## src/hw/tdm_port_defines.vh

```
/*
  Constants shared by the shared-frame audio port: field positions,
  register offsets, reset values and frame-sync timing counts.
  Assumes it is included by its bare name by the port design file only.
*/
// Overview of operation
// - Two successive two-clock sync pulses enter shared mode.
// - Assign flag set: frame only assigns IDs.
// - Extended flag: extended packets follow, no audio.
// - Device ID is five bits, 28:24.
// - Chain head takes ID 1, then onward.
// - Token input tied high means ID 1.
// - Broadcast ID 0x1F accepted on writes.
// - ID 0x00 selects nobody; no action.
// - Bit 23 high reads, low writes.
// - Register identifier is seven bits, 22:16.
// - Register data is eight bits, 15:8.
// - Lowest byte ignored, never sent back.
// - Extended field decodes alike, bit 31 reserved.
// - Audio field 32 bits, MSB first, 24-bit.
// - Channel-off register and acquired ID register.
// - Read data shifted out in data phase.
// - Sample input rising, drive output falling.
// - Enable read driver one clock early.
// - Token out high in last own channel.
// - No active channel: pass token straight through.
`ifndef TDM_PORT_DEFINES_VH
`define TDM_PORT_DEFINES_VH

`define ASSIGN_FLAG_POS 31
`define EXT_FLAG_POS    30
`define CHAIN_SEL_POS   29
`define DEV_ID_HI       28
`define DEV_ID_LO       24
`define READ_FLAG_POS   23
`define REG_ID_HI       22
`define REG_ID_LO       16
`define REG_DATA_HI     15
`define REG_DATA_LO     8
`define SAMPLE_HI       31
`define SAMPLE_LO       8

`define CHAN_CTRL_ADDR  7'h13
`define CHAIN_ID_ADDR   7'h17
`define CHAN_CTRL_RST   8'h00
`define CHAN_OFF_POS    0

`define BROADCAST_ID    5'h1f
`define NO_DEVICE_ID    5'h00
`define FIRST_ID        5'h01
`define LAST_ID_SLOT    5'h1d

`define SYNC_PULSE_BITS 3'h2
`define SYNC_CNT_MAX    3'h7
`define FRAMES_TO_ENTER 2'h2

`define FIELD_LAST_BIT  5'h1f
`define RD_ENABLE_BIT   5'h0f
`define RD_FIRST_BIT    5'h10
`define RD_LAST_BIT     5'h17
`define RD_RELEASE_BIT  5'h18

`endif

```

## src/hw/input_sync.v

```verilog
/*
  Two-flop synchroniser for the four link pins.
  Assumes the pins are asynchronous to the reference clock.
*/
`timescale 1ns/1ps
module input_sync (
  input  wire       ref_clk_i, // Reference clock.
  input  wire       arst_n_i,  // Asynchronous reset, active low.
  input  wire [3:0] async_i,   // Raw pin levels.
  input  wire [3:0] unused_i,  // Tied low; keeps port groups aligned.
  output reg  [3:0] sync_o     // Synchronised levels.
);

  reg [3:0] meta_reg;

  // First stage feeds only the second stage.
  always @(posedge ref_clk_i or negedge arst_n_i) begin
    if (!arst_n_i) begin
      meta_reg <= 4'h0;
      sync_o   <= 4'h0;
    end else begin
      meta_reg <= async_i | unused_i;
      sync_o   <= meta_reg;
    end
  end

endmodule // input_sync

```

## src/hw/bit_clock_edges.v

```verilog
/*
  Edge finder for the synchronised bit clock.
  Assumes its input has already passed the synchroniser.
*/
`timescale 1ns/1ps
module bit_clock_edges (
  input  wire ref_clk_i, // Reference clock.
  input  wire arst_n_i,  // Asynchronous reset, active low.
  input  wire level_i,   // Synchronised bit clock.
  output wire rise_o,    // One-cycle pulse on a rising edge.
  output wire fall_o     // One-cycle pulse on a falling edge.
);

  reg prev_reg;

  // Previous level, compared with the present one.
  always @(posedge ref_clk_i or negedge arst_n_i) begin
    if (!arst_n_i) begin
      prev_reg <= 1'b0;
    end else begin
      prev_reg <= level_i;
    end
  end

  // Edge pulses.
  assign rise_o = level_i & ~prev_reg;
  assign fall_o = ~level_i & prev_reg;

endmodule // bit_clock_edges

```

## src/hw/tdm_command_audio_port.v

```verilog
/*
  Receive port for the shared command-and-audio serial frame: frame
  mode detection, command decode, chain ID acquisition, register read
  back, token passing and capture of two 24-bit audio channels.
  Assumes all link pins are asynchronous and that the bit clock is far
  slower than the reference clock (at least eight reference cycles).
*/
`timescale 1ns/1ps
`include "tdm_port_defines.vh"
module tdm_command_audio_port (
  input  wire        ref_clk_i,          // 40 MHz reference clock.
  input  wire        arst_n_i,           // Asynchronous reset, low.
  input  wire        frame_sync_i,       // Frame sync pin.
  input  wire        bit_clock_i,        // Bit clock pin.
  input  wire        frame_serial_in_i,  // Serial command/audio in.
  input  wire        chain_token_in_i,   // Chain token from upstream.
  input  wire [7:0]  reg_rdata_i,        // Read data, other registers.
  output reg         cmd_read_o,         // Read-back data out.
  output reg         cmd_read_oe_n_o,    // Low while driving read out.
  output reg         chain_token_out_o,  // Chain token downstream.
  output reg         shared_mode_o,      // Shared-frame mode active.
  output reg  [23:0] audio_left_o,       // First channel sample.
  output reg  [23:0] audio_right_o,      // Second channel sample.
  output reg         audio_valid_o,      // Pulse: sample pair ready.
  output reg         reg_wr_o,           // Pulse: other-register write.
  output reg  [6:0]  reg_addr_o,         // Register identifier.
  output reg  [7:0]  reg_wdata_o,        // Register write data.
  output reg  [7:0]  chan_ctrl_o,        // Channel enable register.
  output reg  [7:0]  chain_id_o          // Acquired chain ID.
);

  localparam [2:0] K_IDLE   = 3'h0;
  localparam [2:0] K_CMD    = 3'h1;
  localparam [2:0] K_EXT    = 3'h2;
  localparam [2:0] K_AUDIO  = 3'h3;
  localparam [2:0] K_IDSLOT = 3'h4;

  wire [3:0] pins_s;
  wire       fs_s;
  wire       bck_s;
  wire       din_s;
  wire       tok_s;
  wire       bck_rise;
  wire       bck_fall;

  reg  [4:0]  bit_cnt_reg;
  reg  [4:0]  field_idx_reg;
  reg  [31:0] sr_reg;
  reg  [2:0]  kind_reg;
  reg         fs_prev_reg;
  reg  [2:0]  fs_hi_cnt_reg;
  reg  [1:0]  fs_good_reg;
  reg  [4:0]  my_id_reg;
  reg         id_valid_reg;
  reg         mine_reg;
  reg         ch_idx_reg;
  reg         chans_done_reg;
  reg         rd_active_reg;
  reg  [7:0]  dq_reg;
  reg         tok_next;

  // Returns one when a command header selects this device.
  function is_sel;
    input       chain_sel;
    input [4:0] id;
    input       rd;
    input [4:0] own_id;
    input       own_valid;
    begin
      is_sel = ~chain_sel
             & (id != `NO_DEVICE_ID)
             & ((own_valid & (id == own_id))
             | ((id == `BROADCAST_ID) & ~rd));
    end
  endfunction

  // Read-back source for a register identifier.
  function [7:0] read_mux;
    input [6:0] addr;
    input [7:0] ctrl;
    input [4:0] own_id;
    input [7:0] other;
    begin
      if (addr == `CHAN_CTRL_ADDR) begin
        read_mux = ctrl;
      end else if (addr == `CHAIN_ID_ADDR) begin
        read_mux = {3'h0, own_id};
      end else begin
        read_mux = other;
      end
    end
  endfunction

  // All four pins pass two flops before any logic reads them.
  input_sync u_sync (
    .ref_clk_i (ref_clk_i),
    .arst_n_i  (arst_n_i),
    .async_i   ({chain_token_in_i, frame_serial_in_i,
                 bit_clock_i, frame_sync_i}),
    .unused_i  (4'h0),
    .sync_o    (pins_s)
  );

  assign fs_s  = pins_s[0];
  assign bck_s = pins_s[1];
  assign din_s = pins_s[2];
  assign tok_s = pins_s[3];

  bit_clock_edges u_edges (
    .ref_clk_i (ref_clk_i),
    .arst_n_i  (arst_n_i),
    .level_i   (bck_s),
    .rise_o    (bck_rise),
    .fall_o    (bck_fall)
  );

  wire        fs_start = fs_s & ~fs_prev_reg;
  wire [31:0] word     = {sr_reg[30:0], din_s};
  wire        chans_on = ~chan_ctrl_o[`CHAN_OFF_POS];
  wire        field_end = bck_rise & ~fs_start
                        & (bit_cnt_reg == `FIELD_LAST_BIT);
  wire        cmd_like = ((kind_reg == K_CMD) & ~word[`ASSIGN_FLAG_POS])
                       | (kind_reg == K_EXT);
  wire        wr_hit   = is_sel(word[`CHAIN_SEL_POS],
                                word[`DEV_ID_HI:`DEV_ID_LO],
                                word[`READ_FLAG_POS],
                                my_id_reg, id_valid_reg)
                       & ~word[`READ_FLAG_POS];
  wire [6:0]  wr_addr  = word[`REG_ID_HI:`REG_ID_LO];

  // Frame sync pulse length decides whether shared mode is on.
  always @(posedge ref_clk_i or negedge arst_n_i) begin
    if (!arst_n_i) begin
      fs_prev_reg   <= 1'b0;
      fs_hi_cnt_reg <= 3'h0;
      fs_good_reg   <= 2'h0;
      shared_mode_o <= 1'b0;
    end else if (bck_rise) begin
      fs_prev_reg <= fs_s;
      if (fs_start) begin
        fs_hi_cnt_reg <= 3'h1;
      end else if (fs_s && fs_hi_cnt_reg != `SYNC_CNT_MAX) begin
        fs_hi_cnt_reg <= fs_hi_cnt_reg + 3'h1;
      end
      if (!fs_s && fs_prev_reg) begin
        if (fs_hi_cnt_reg == `SYNC_PULSE_BITS) begin
          if (fs_good_reg == `FRAMES_TO_ENTER - 2'h1) begin
            shared_mode_o <= 1'b1;
          end
          if (fs_good_reg != `FRAMES_TO_ENTER) begin
            fs_good_reg <= fs_good_reg + 2'h1;
          end
        end else begin
          fs_good_reg   <= 2'h0;
          shared_mode_o <= 1'b0;
        end
      end
    end
  end

  // Serial receive, field sequencing, decode and register writes.
  always @(posedge ref_clk_i or negedge arst_n_i) begin
    if (!arst_n_i) begin
      bit_cnt_reg    <= 5'h00;
      field_idx_reg  <= 5'h00;
      sr_reg         <= 32'h0000_0000;
      kind_reg       <= K_IDLE;
      my_id_reg      <= 5'h00;
      id_valid_reg   <= 1'b0;
      mine_reg       <= 1'b0;
      ch_idx_reg     <= 1'b0;
      chans_done_reg <= 1'b0;
      chan_ctrl_o    <= `CHAN_CTRL_RST;
      audio_left_o   <= 24'h00_0000;
      audio_right_o  <= 24'h00_0000;
      audio_valid_o  <= 1'b0;
      reg_wr_o       <= 1'b0;
      reg_addr_o     <= 7'h00;
      reg_wdata_o    <= 8'h00;
    end else begin
      audio_valid_o <= 1'b0;
      reg_wr_o      <= 1'b0;
      if (bck_rise) begin
        sr_reg <= word;
        if (fs_start) begin
          bit_cnt_reg    <= 5'h01;
          field_idx_reg  <= 5'h00;
          kind_reg       <= shared_mode_o ? K_CMD : K_IDLE;
          mine_reg       <= 1'b0;
          chans_done_reg <= 1'b0;
        end else begin
          bit_cnt_reg <= bit_cnt_reg + 5'h01;
        end
        if (!fs_start && bit_cnt_reg == `RD_ENABLE_BIT
            && (kind_reg == K_CMD || kind_reg == K_EXT)) begin
          reg_addr_o <= word[6:0];
        end
      end
      if (field_end) begin
        if (field_idx_reg != 5'h1f) begin
          field_idx_reg <= field_idx_reg + 5'h01;
        end
        if (cmd_like && wr_hit) begin
          if (wr_addr == `CHAN_CTRL_ADDR) begin
            chan_ctrl_o <= word[`REG_DATA_HI:`REG_DATA_LO];
          end else if (wr_addr != `CHAIN_ID_ADDR) begin
            reg_wr_o    <= 1'b1;
            reg_addr_o  <= wr_addr;
            reg_wdata_o <= word[`REG_DATA_HI:`REG_DATA_LO];
          end
        end
        case (kind_reg)
          K_CMD: begin
            if (word[`ASSIGN_FLAG_POS]) begin
              kind_reg     <= K_IDSLOT;
              id_valid_reg <= tok_s;
              my_id_reg    <= tok_s ? `FIRST_ID : 5'h00;
            end else if (word[`EXT_FLAG_POS]) begin
              kind_reg <= K_EXT;
            end else begin
              kind_reg <= K_AUDIO;
              if (chans_on && tok_s) begin
                mine_reg   <= 1'b1;
                ch_idx_reg <= 1'b0;
              end
            end
          end
          K_EXT: begin
            kind_reg <= word[`EXT_FLAG_POS] ? K_EXT : K_IDLE;
          end
          K_AUDIO: begin
            if (mine_reg) begin
              if (!ch_idx_reg) begin
                audio_left_o <= word[`SAMPLE_HI:`SAMPLE_LO];
                ch_idx_reg   <= 1'b1;
              end else begin
                audio_right_o  <= word[`SAMPLE_HI:`SAMPLE_LO];
                audio_valid_o  <= 1'b1;
                mine_reg       <= 1'b0;
                chans_done_reg <= 1'b1;
              end
            end else if (!chans_done_reg && chans_on && tok_s) begin
              mine_reg   <= 1'b1;
              ch_idx_reg <= 1'b0;
            end
          end
          K_IDSLOT: begin
            if (!id_valid_reg && tok_s
                && field_idx_reg <= `LAST_ID_SLOT) begin
              my_id_reg    <= field_idx_reg + 5'h01;
              id_valid_reg <= 1'b1;
            end
          end
          default: begin
            kind_reg <= K_IDLE;
          end
        endcase
      end
    end
  end

  // Read-back driver, updated on falling bit clock edges.
  always @(posedge ref_clk_i or negedge arst_n_i) begin
    if (!arst_n_i) begin
      rd_active_reg   <= 1'b0;
      cmd_read_o      <= 1'b0;
      cmd_read_oe_n_o <= 1'b1;
      dq_reg          <= 8'h00;
    end else if (kind_reg == K_IDLE || kind_reg == K_AUDIO
                 || kind_reg == K_IDSLOT) begin
      rd_active_reg   <= 1'b0;
      cmd_read_oe_n_o <= 1'b1;
      cmd_read_o      <= 1'b0;
    end else if (bck_fall) begin
      if (bit_cnt_reg == `RD_ENABLE_BIT) begin
        if ((kind_reg == K_EXT || !sr_reg[14]) && sr_reg[6]
            && is_sel(sr_reg[12], sr_reg[11:7], sr_reg[6],
                      my_id_reg, id_valid_reg)) begin
          rd_active_reg   <= 1'b1;
          cmd_read_oe_n_o <= 1'b0;
          cmd_read_o      <= 1'b0;
        end
      end else if (bit_cnt_reg == `RD_FIRST_BIT && rd_active_reg) begin
        {cmd_read_o, dq_reg[7:1]} <= read_mux(reg_addr_o,
                                              chan_ctrl_o, my_id_reg,
                                              reg_rdata_i);
        dq_reg[0] <= 1'b0;
      end else if (bit_cnt_reg > `RD_FIRST_BIT
                   && bit_cnt_reg <= `RD_LAST_BIT && rd_active_reg) begin
        cmd_read_o <= dq_reg[7];
        dq_reg     <= {dq_reg[6:0], 1'b0};
      end else if (bit_cnt_reg == `RD_RELEASE_BIT) begin
        rd_active_reg   <= 1'b0;
        cmd_read_oe_n_o <= 1'b1;
        cmd_read_o      <= 1'b0;
      end
    end
  end

  // Chain token: slot marker in ID frames, last channel or pass-through.
  always @* begin
    tok_next = 1'b0;
    if (shared_mode_o) begin
      if (kind_reg == K_IDSLOT) begin
        tok_next = id_valid_reg && (field_idx_reg == my_id_reg);
      end else if (!chans_on) begin
        tok_next = tok_s;
      end else begin
        tok_next = (kind_reg == K_AUDIO) && mine_reg && ch_idx_reg;
      end
    end
  end

  // Registered token and ID view.
  always @(posedge ref_clk_i or negedge arst_n_i) begin
    if (!arst_n_i) begin
      chain_token_out_o <= 1'b0;
      chain_id_o        <= 8'h00;
    end else begin
      chain_token_out_o <= tok_next;
      chain_id_o        <= {3'h0, my_id_reg};
    end
  end

endmodule // tdm_command_audio_port

```

## config.mk

```make
export PLATFORM = sky130hd
export DESIGN_NAME = tdm_command_audio_port
export DESIGN_NICKNAME = d
export VERILOG_FILES = /design/src/hw/input_sync.v /design/src/hw/bit_clock_edges.v /design/src/hw/tdm_command_audio_port.v
export VERILOG_INCLUDE_DIRS = /design/src /design/src/hw
export SDC_FILE = /design/constraint.sdc
export NUM_CORES = 1
export LEC_CHECK = 0
export BUFFER_PORTS_ARGS = -buffer_cell sky130_fd_sc_hd__buf_2
export CELL_PAD_IN_SITES_DETAIL_PLACEMENT = 1
export CELL_PAD_IN_SITES_GLOBAL_PLACEMENT = 2
export CORE_UTILIZATION = 40
export CTS_CLUSTER_DIAMETER = 50
export DETAILED_ROUTE_END_ITERATION = 12
export GPL_TIMING_DRIVEN = 0
export PLACE_DENSITY_LB_ADDON = 0.1
export REMOVE_ABC_BUFFERS = 1
export SYNTH_ARGS = -nofsm -noshare
export SYNTH_HDL_FRONTEND = slang
export SYNTH_SLANG_ARGS = --single-unit
```

## constraint.sdc

```tcl
create_clock -name ref_clk_i -period 4.2 [get_ports ref_clk_i]
set_input_delay 0.63 -clock ref_clk_i [delete_from_list [all_inputs] [get_ports ref_clk_i]]
set_output_delay 0.63 -clock ref_clk_i [all_outputs]
set_load 0.005 [all_outputs]
```

==> impl_metrics.prom <==
# TYPE chip_impl_metric gauge
chip_impl_metric{name="layout_nets",unit=""} 779
chip_impl_metric{name="routed_via_density",unit=""} 5.22
chip_impl_metric{name="netlist_instances",unit=""} 671
chip_impl_metric{name="finalWorstSetupSlack",unit="ns"} 0.941
chip_impl_metric{name="drv.max_cap_violation_count",unit=""} 0
chip_impl_metric{name="remaining_drcs",unit=""} 0
chip_impl_metric{name="antenna_found_initial",unit=""} 1
chip_impl_metric{name="swShare",unit="%"} 24.9
chip_impl_metric{name="finalSetupViolCount",unit=""} 0
chip_impl_metric{name="drt-pass1-iter-count",unit=""} 4
chip_impl_metric{name="tightestPinTransition",unit="ns"} 1.04
chip_impl_info{name="cts_root_buffer",value="sky130_fd_sc_hd__clkbuf_16"} 1
chip_impl_metric{name="dp_hpwl",unit="µm"} 12100
chip_impl_metric{name="vdd.ir_drop.worst",unit="mV"} 0.285
chip_impl_metric{name="die_height",unit="µm"} 136
chip_impl_metric{name="post_detailed_placement_cell_area",unit="µm²"} 7780
chip_impl_metric{name="cp.required",unit="ns"} 4.51
chip_impl_metric{name="power.switching",unit="mW"} 0.842
chip_impl_metric{name="io-pin-count",unit=""} 99
chip_impl_metric{name="finalSetupTns",unit="ns"} 0
chip_impl_metric{name="num_antenna_cells",unit=""} 0
chip_impl_metric{name="critical_path.max_stage_delay",unit="ns"} 0.97
chip_impl_metric{name="fmaxAchievable",unit="MHz"} 307
chip_impl_metric{name="largest_register_ff_count",unit=""} 31
chip_impl_info{name="rsz_0062_raised_after_global_routing",value="no"} 1
chip_impl_metric{name="cts-buffers-inserted",unit=""} 17
chip_impl_metric{name="wl_per_cell",unit="µm"} 18.1
chip_impl_metric{name="maxSlewHeadroom",unit="%"} 30.9
chip_impl_metric{name="grt_pass1_wl",unit="µm"} 29400
chip_impl_metric{name="io_buffer_count",unit=""} 95
chip_impl_metric{name="design_area",unit="µm²"} 8370
chip_impl_metric{name="maximum_number_of_pins_on_one_net_before_global_route_repair",unit=""} 102
chip_impl_metric{name="die-width",unit="µm"} 136
chip_impl_info{name="crit_path_cell_trace",value="and2b_2, nand3_2, or3_2, mux2_4"} 1
chip_impl_metric{name="vias",unit=""} 5168
chip_impl_metric{name="cts.hold.buffers_added",unit=""} 0
chip_impl_metric{name="core_region_area",unit="µm²"} 17400
chip_impl_metric{name="leakage",unit="nW"} 4.42
chip_impl_info{name="crit_path_top_delay_cell",value="sky130_fd_sc_hd__or3_2"} 1
chip_impl_metric{name="layout_min_cycle_time",unit="ns"} 3.26
chip_impl_metric{name="final.setup_skew",unit="ns"} 0.00734
chip_impl_metric{name="min_period_over_period",unit="%"} 77.6
chip_impl_metric{name="synthesis.area_per_instance",unit="µm²"} 10.7
chip_impl_metric{name="cts-htree-levels",unit=""} 4
chip_impl_metric{name="clock_latency_at_the_later_pin_of_the_worst_skew_pair",unit="ns"} 0.42
chip_impl_metric{name="critPathArrivalTime",unit="ns"} 3.56
chip_impl_metric{name="postRouteAntennaNets",unit=""} 0
chip_impl_info{name="cp-start-kind",value="flip-flop"} 1
chip_impl_info{name="synth_largest_area_cell",value="sky130_fd_sc_hd__dfrtp_1"} 1
chip_impl_metric{name="worst-path-max-fanout",unit=""} 41
chip_impl_info{name="timing_worst_setup_path_type",value="reg2reg"} 1
chip_impl_metric{name="gp_congestion",unit=""} 0.815
chip_impl_metric{name="global_route.overflow_total",unit=""} 0
chip_impl_metric{name="power_frac_clock",unit="%"} 45.3
chip_impl_metric{name="clkSlewWorstSetupHoldPaths",unit="ns"} 0.06
chip_impl_metric{name="wirelength",unit="µm"} 17900
chip_impl_info{name="netlist_top_cells_area",value="sky130_fd_sc_hd__dfrtp_1 (55%), sky130_fd_sc_hd__nand2_1 (11%), sky130_fd_sc_hd__mux2_2 (6.9%), sky130_fd_sc_hd__ha_1 (2.1%), sky130_fd_sc_hd__mux2_4 (2.1%)"} 1
chip_impl_metric{name="hold_viol",unit=""} 0
chip_impl_info{name="outcome",value="finished, final reports clean"} 1
chip_impl_metric{name="grt_pass1_vias",unit=""} 5466
chip_impl_metric{name="synth_cell_type_count",unit=""} 67
chip_impl_metric{name="core.rowCount",unit=""} 48
chip_impl_metric{name="post_cts_buffers",unit=""} 0
chip_impl_metric{name="synth.cell_area",unit="µm²"} 7160
chip_impl_metric{name="synth_sequential_area_ratio",unit="%"} 55.2
chip_impl_metric{name="drive_above_1_share",unit="%"} 25.9
chip_impl_metric{name="cts-root-to-sink-buffers",unit=""} 2
chip_impl_metric{name="number_of_synthesized_flops_with_an_enable_pin",unit=""} 0
chip_impl_info{name="ys_dominant_reg_cell",value="sky130_fd_sc_hd__dfrtp_1"} 1
chip_impl_metric{name="sequentialPowerShare",unit="%"} 49.3
chip_impl_metric{name="internal-power",unit="mW"} 2.54
chip_impl_metric{name="area_growth",unit="%"} 16.9
chip_impl_metric{name="ys_seq_elements",unit=""} 158
chip_impl_metric{name="power_density",unit="nW/µm²"} 404
chip_impl_metric{name="cts-resized-gates",unit=""} 0
chip_impl_metric{name="synth_top_cell_area_share",unit="%"} 54.9
chip_impl_metric{name="fp.dieArea",unit="µm²"} 18400
chip_impl_metric{name="slew_violations",unit=""} 0
chip_impl_metric{name="postSynth.asyncResetShare",unit="%"} 100
chip_impl_metric{name="rr_worst_depth",unit=""} 4
chip_impl_info{name="cts_tree",value="yes"} 1
chip_impl_metric{name="finish.utilization",unit="%"} 48.0
chip_impl_info{name="min_path_type",value="in2async"} 1
chip_impl_metric{name="groute.usage.overall",unit="%"} 21.0
chip_impl_metric{name="clkSinkCount",unit=""} 158
chip_impl_metric{name="initialDrtViolationCount",unit=""} 262
chip_impl_metric{name="setup_ws_pre_cts",unit="ns"} 0.737
chip_impl_info{name="worst_setup_path_end_kind",value="flip-flop"} 1
chip_impl_metric{name="comb_power_share",unit="%"} 5.3
chip_impl_metric{name="floorplan.initialDensity",unit="%"} 41.1
chip_impl_metric{name="yosys_warning_count",unit=""} 0
## cells in the mapped netlist, drive strengths merged (2+ instances only)
cell type	number
dfrtp	157
a21boi	3
and2	2
mux2	56
a32oi	2
nand4b	2
buf	21
and3	5
o2bb2ai	3
o22ai	4
nor2	22
a22oi	2
nor3b	4
or3b	3
and3b	2
o21ai	25
nor4	3
nor3	10
nand2b	4
nand2	201
inv	16
a31oi	3
mux2i	15
clkbuf	15
ha	12
nand3	11
o31ai	4
a22o	3
nor2b	4
xor2	11
nor4b	2
nand3b	3
or3	4
a21oi	8
o2111ai	2
xnor2	7
nand4	6
## cells by family (layout without fill, tap and decap cells)
kind of cell / count (synthesis) / in the layout / share of synthesized area [%]
xor+xnor: 18 / 18 / 2.20
fa+ha+maj: 12 / 12 / 2.10
mux: 71 / 71 / 11.4
buf+inv: 52 / 144 / 3.76
flops: 158 / 158 / 55.2
simple gates: 292 / 292 / 18.9
other cells: 1 / 3 / 0.0524
compound gates: 67 / 67 / 6.36
## critical path: cells and delay by family (launching register included)
kind | cells | cell delay [ns]
and+or+nand+nor | 3 | 2.28
muxes | 1 | 0.43
DFF | 1 | 0.38
## area by class of cell
type	instances	area, µm²
Clock inverter	12	138
Fill cell	1952	9050
Inverter	16	60.1
Clock buffer	19	443
Tap cell	225	282
Multi-Input combinational cell	463	2950
Sequential cell	158	3960
Timing Repair Buffer	97	541
## cell usage in the layout (no fill, tap or decap), drive strengths merged, types with 3 or more instances in the layout
cell type	Yosys	routed
nand4	6	6
clkinv	0	5
dfrtp	157	157
nand3b	3	3
nor2b	4	4
inv	16	19
o31ai	4	4
buf	21	97
conb	1	3
or3b	3	3
nand2	201	201
xor2	11	11
nor3b	4	4
a22o	3	3
nand3	11	11
nand2b	4	4
o22ai	4	4
nor3	10	10
mux2i	15	15
or3	4	4
a21boi	3	3
xnor2	7	7
ha	12	12
o21ai	25	25
nor4	3	3
o2bb2ai	3	3
nor2	22	22
a31oi	3	3
mux2	56	56
and3	5	5
clkbuf	15	19
a21oi	8	8
## through the flow
step / instances / hold WS [ns] / power [mW]
6_report: 990 / 0.127 / 3.38
5_1_grt: 990 / 0.141 / 3.52
2_1_floorplan: 637 / 0.331 / 1.77
3_3_place_gp: 957 / 0.332 / 1.86
3_5_place_dp: 959 / 0.336 / 1.88
4_1_cts: 990 / 0.137 / 3.42
## routing by layer
metal / vias to the layer above / part of all wire, % / GRT usage [%]
li1: 2428 / - / -
met4: 0 / 1.6 / 7.62
met5: - / 0 / 0
met3: 24 / 3.2 / 3.67
met2: 103 / 48 / 34.4
met1: 2613 / 47 / 28.0
## worst paths after layout
check / from / end / slack (ns)
setup / recovery: u_edges.prev_reg$_DFF_PN0_ / audio_left_o[4]$_DFFE_PN0P_ / 0.94
hold / removal: arst_n_i / dq_reg[6]$_DFFE_PN0P_ / 0.13
setup reg to reg: u_edges.prev_reg$_DFF_PN0_ / audio_left_o[4]$_DFFE_PN0P_ / 0.94
hold reg to reg: u_sync.meta_reg[0]$_DFF_PN0_ / u_sync.sync_o[0]$_DFF_PN0_ / 0.35
max in group asynchronous: arst_n_i / sr_reg[21]$_DFFE_PN0N_ / 3.22
min in group ref_clk_i: frame_sync_i / u_sync.meta_reg[0]$_DFF_PN0_ / 0.31
## power groups by stage
stage                     Clock [mW]  Sequential [mW]  Combinational (mW)
after floorplan                    0             1.66               0.111
after detailed placement           0             1.70               0.186
final                           1.53             1.67               0.181
after global routing            1.62             1.68               0.213
after CTS                       1.57             1.67               0.186
after global placement             0             1.69               0.169
Note: power is estimated with default switching activity, not from simulation.
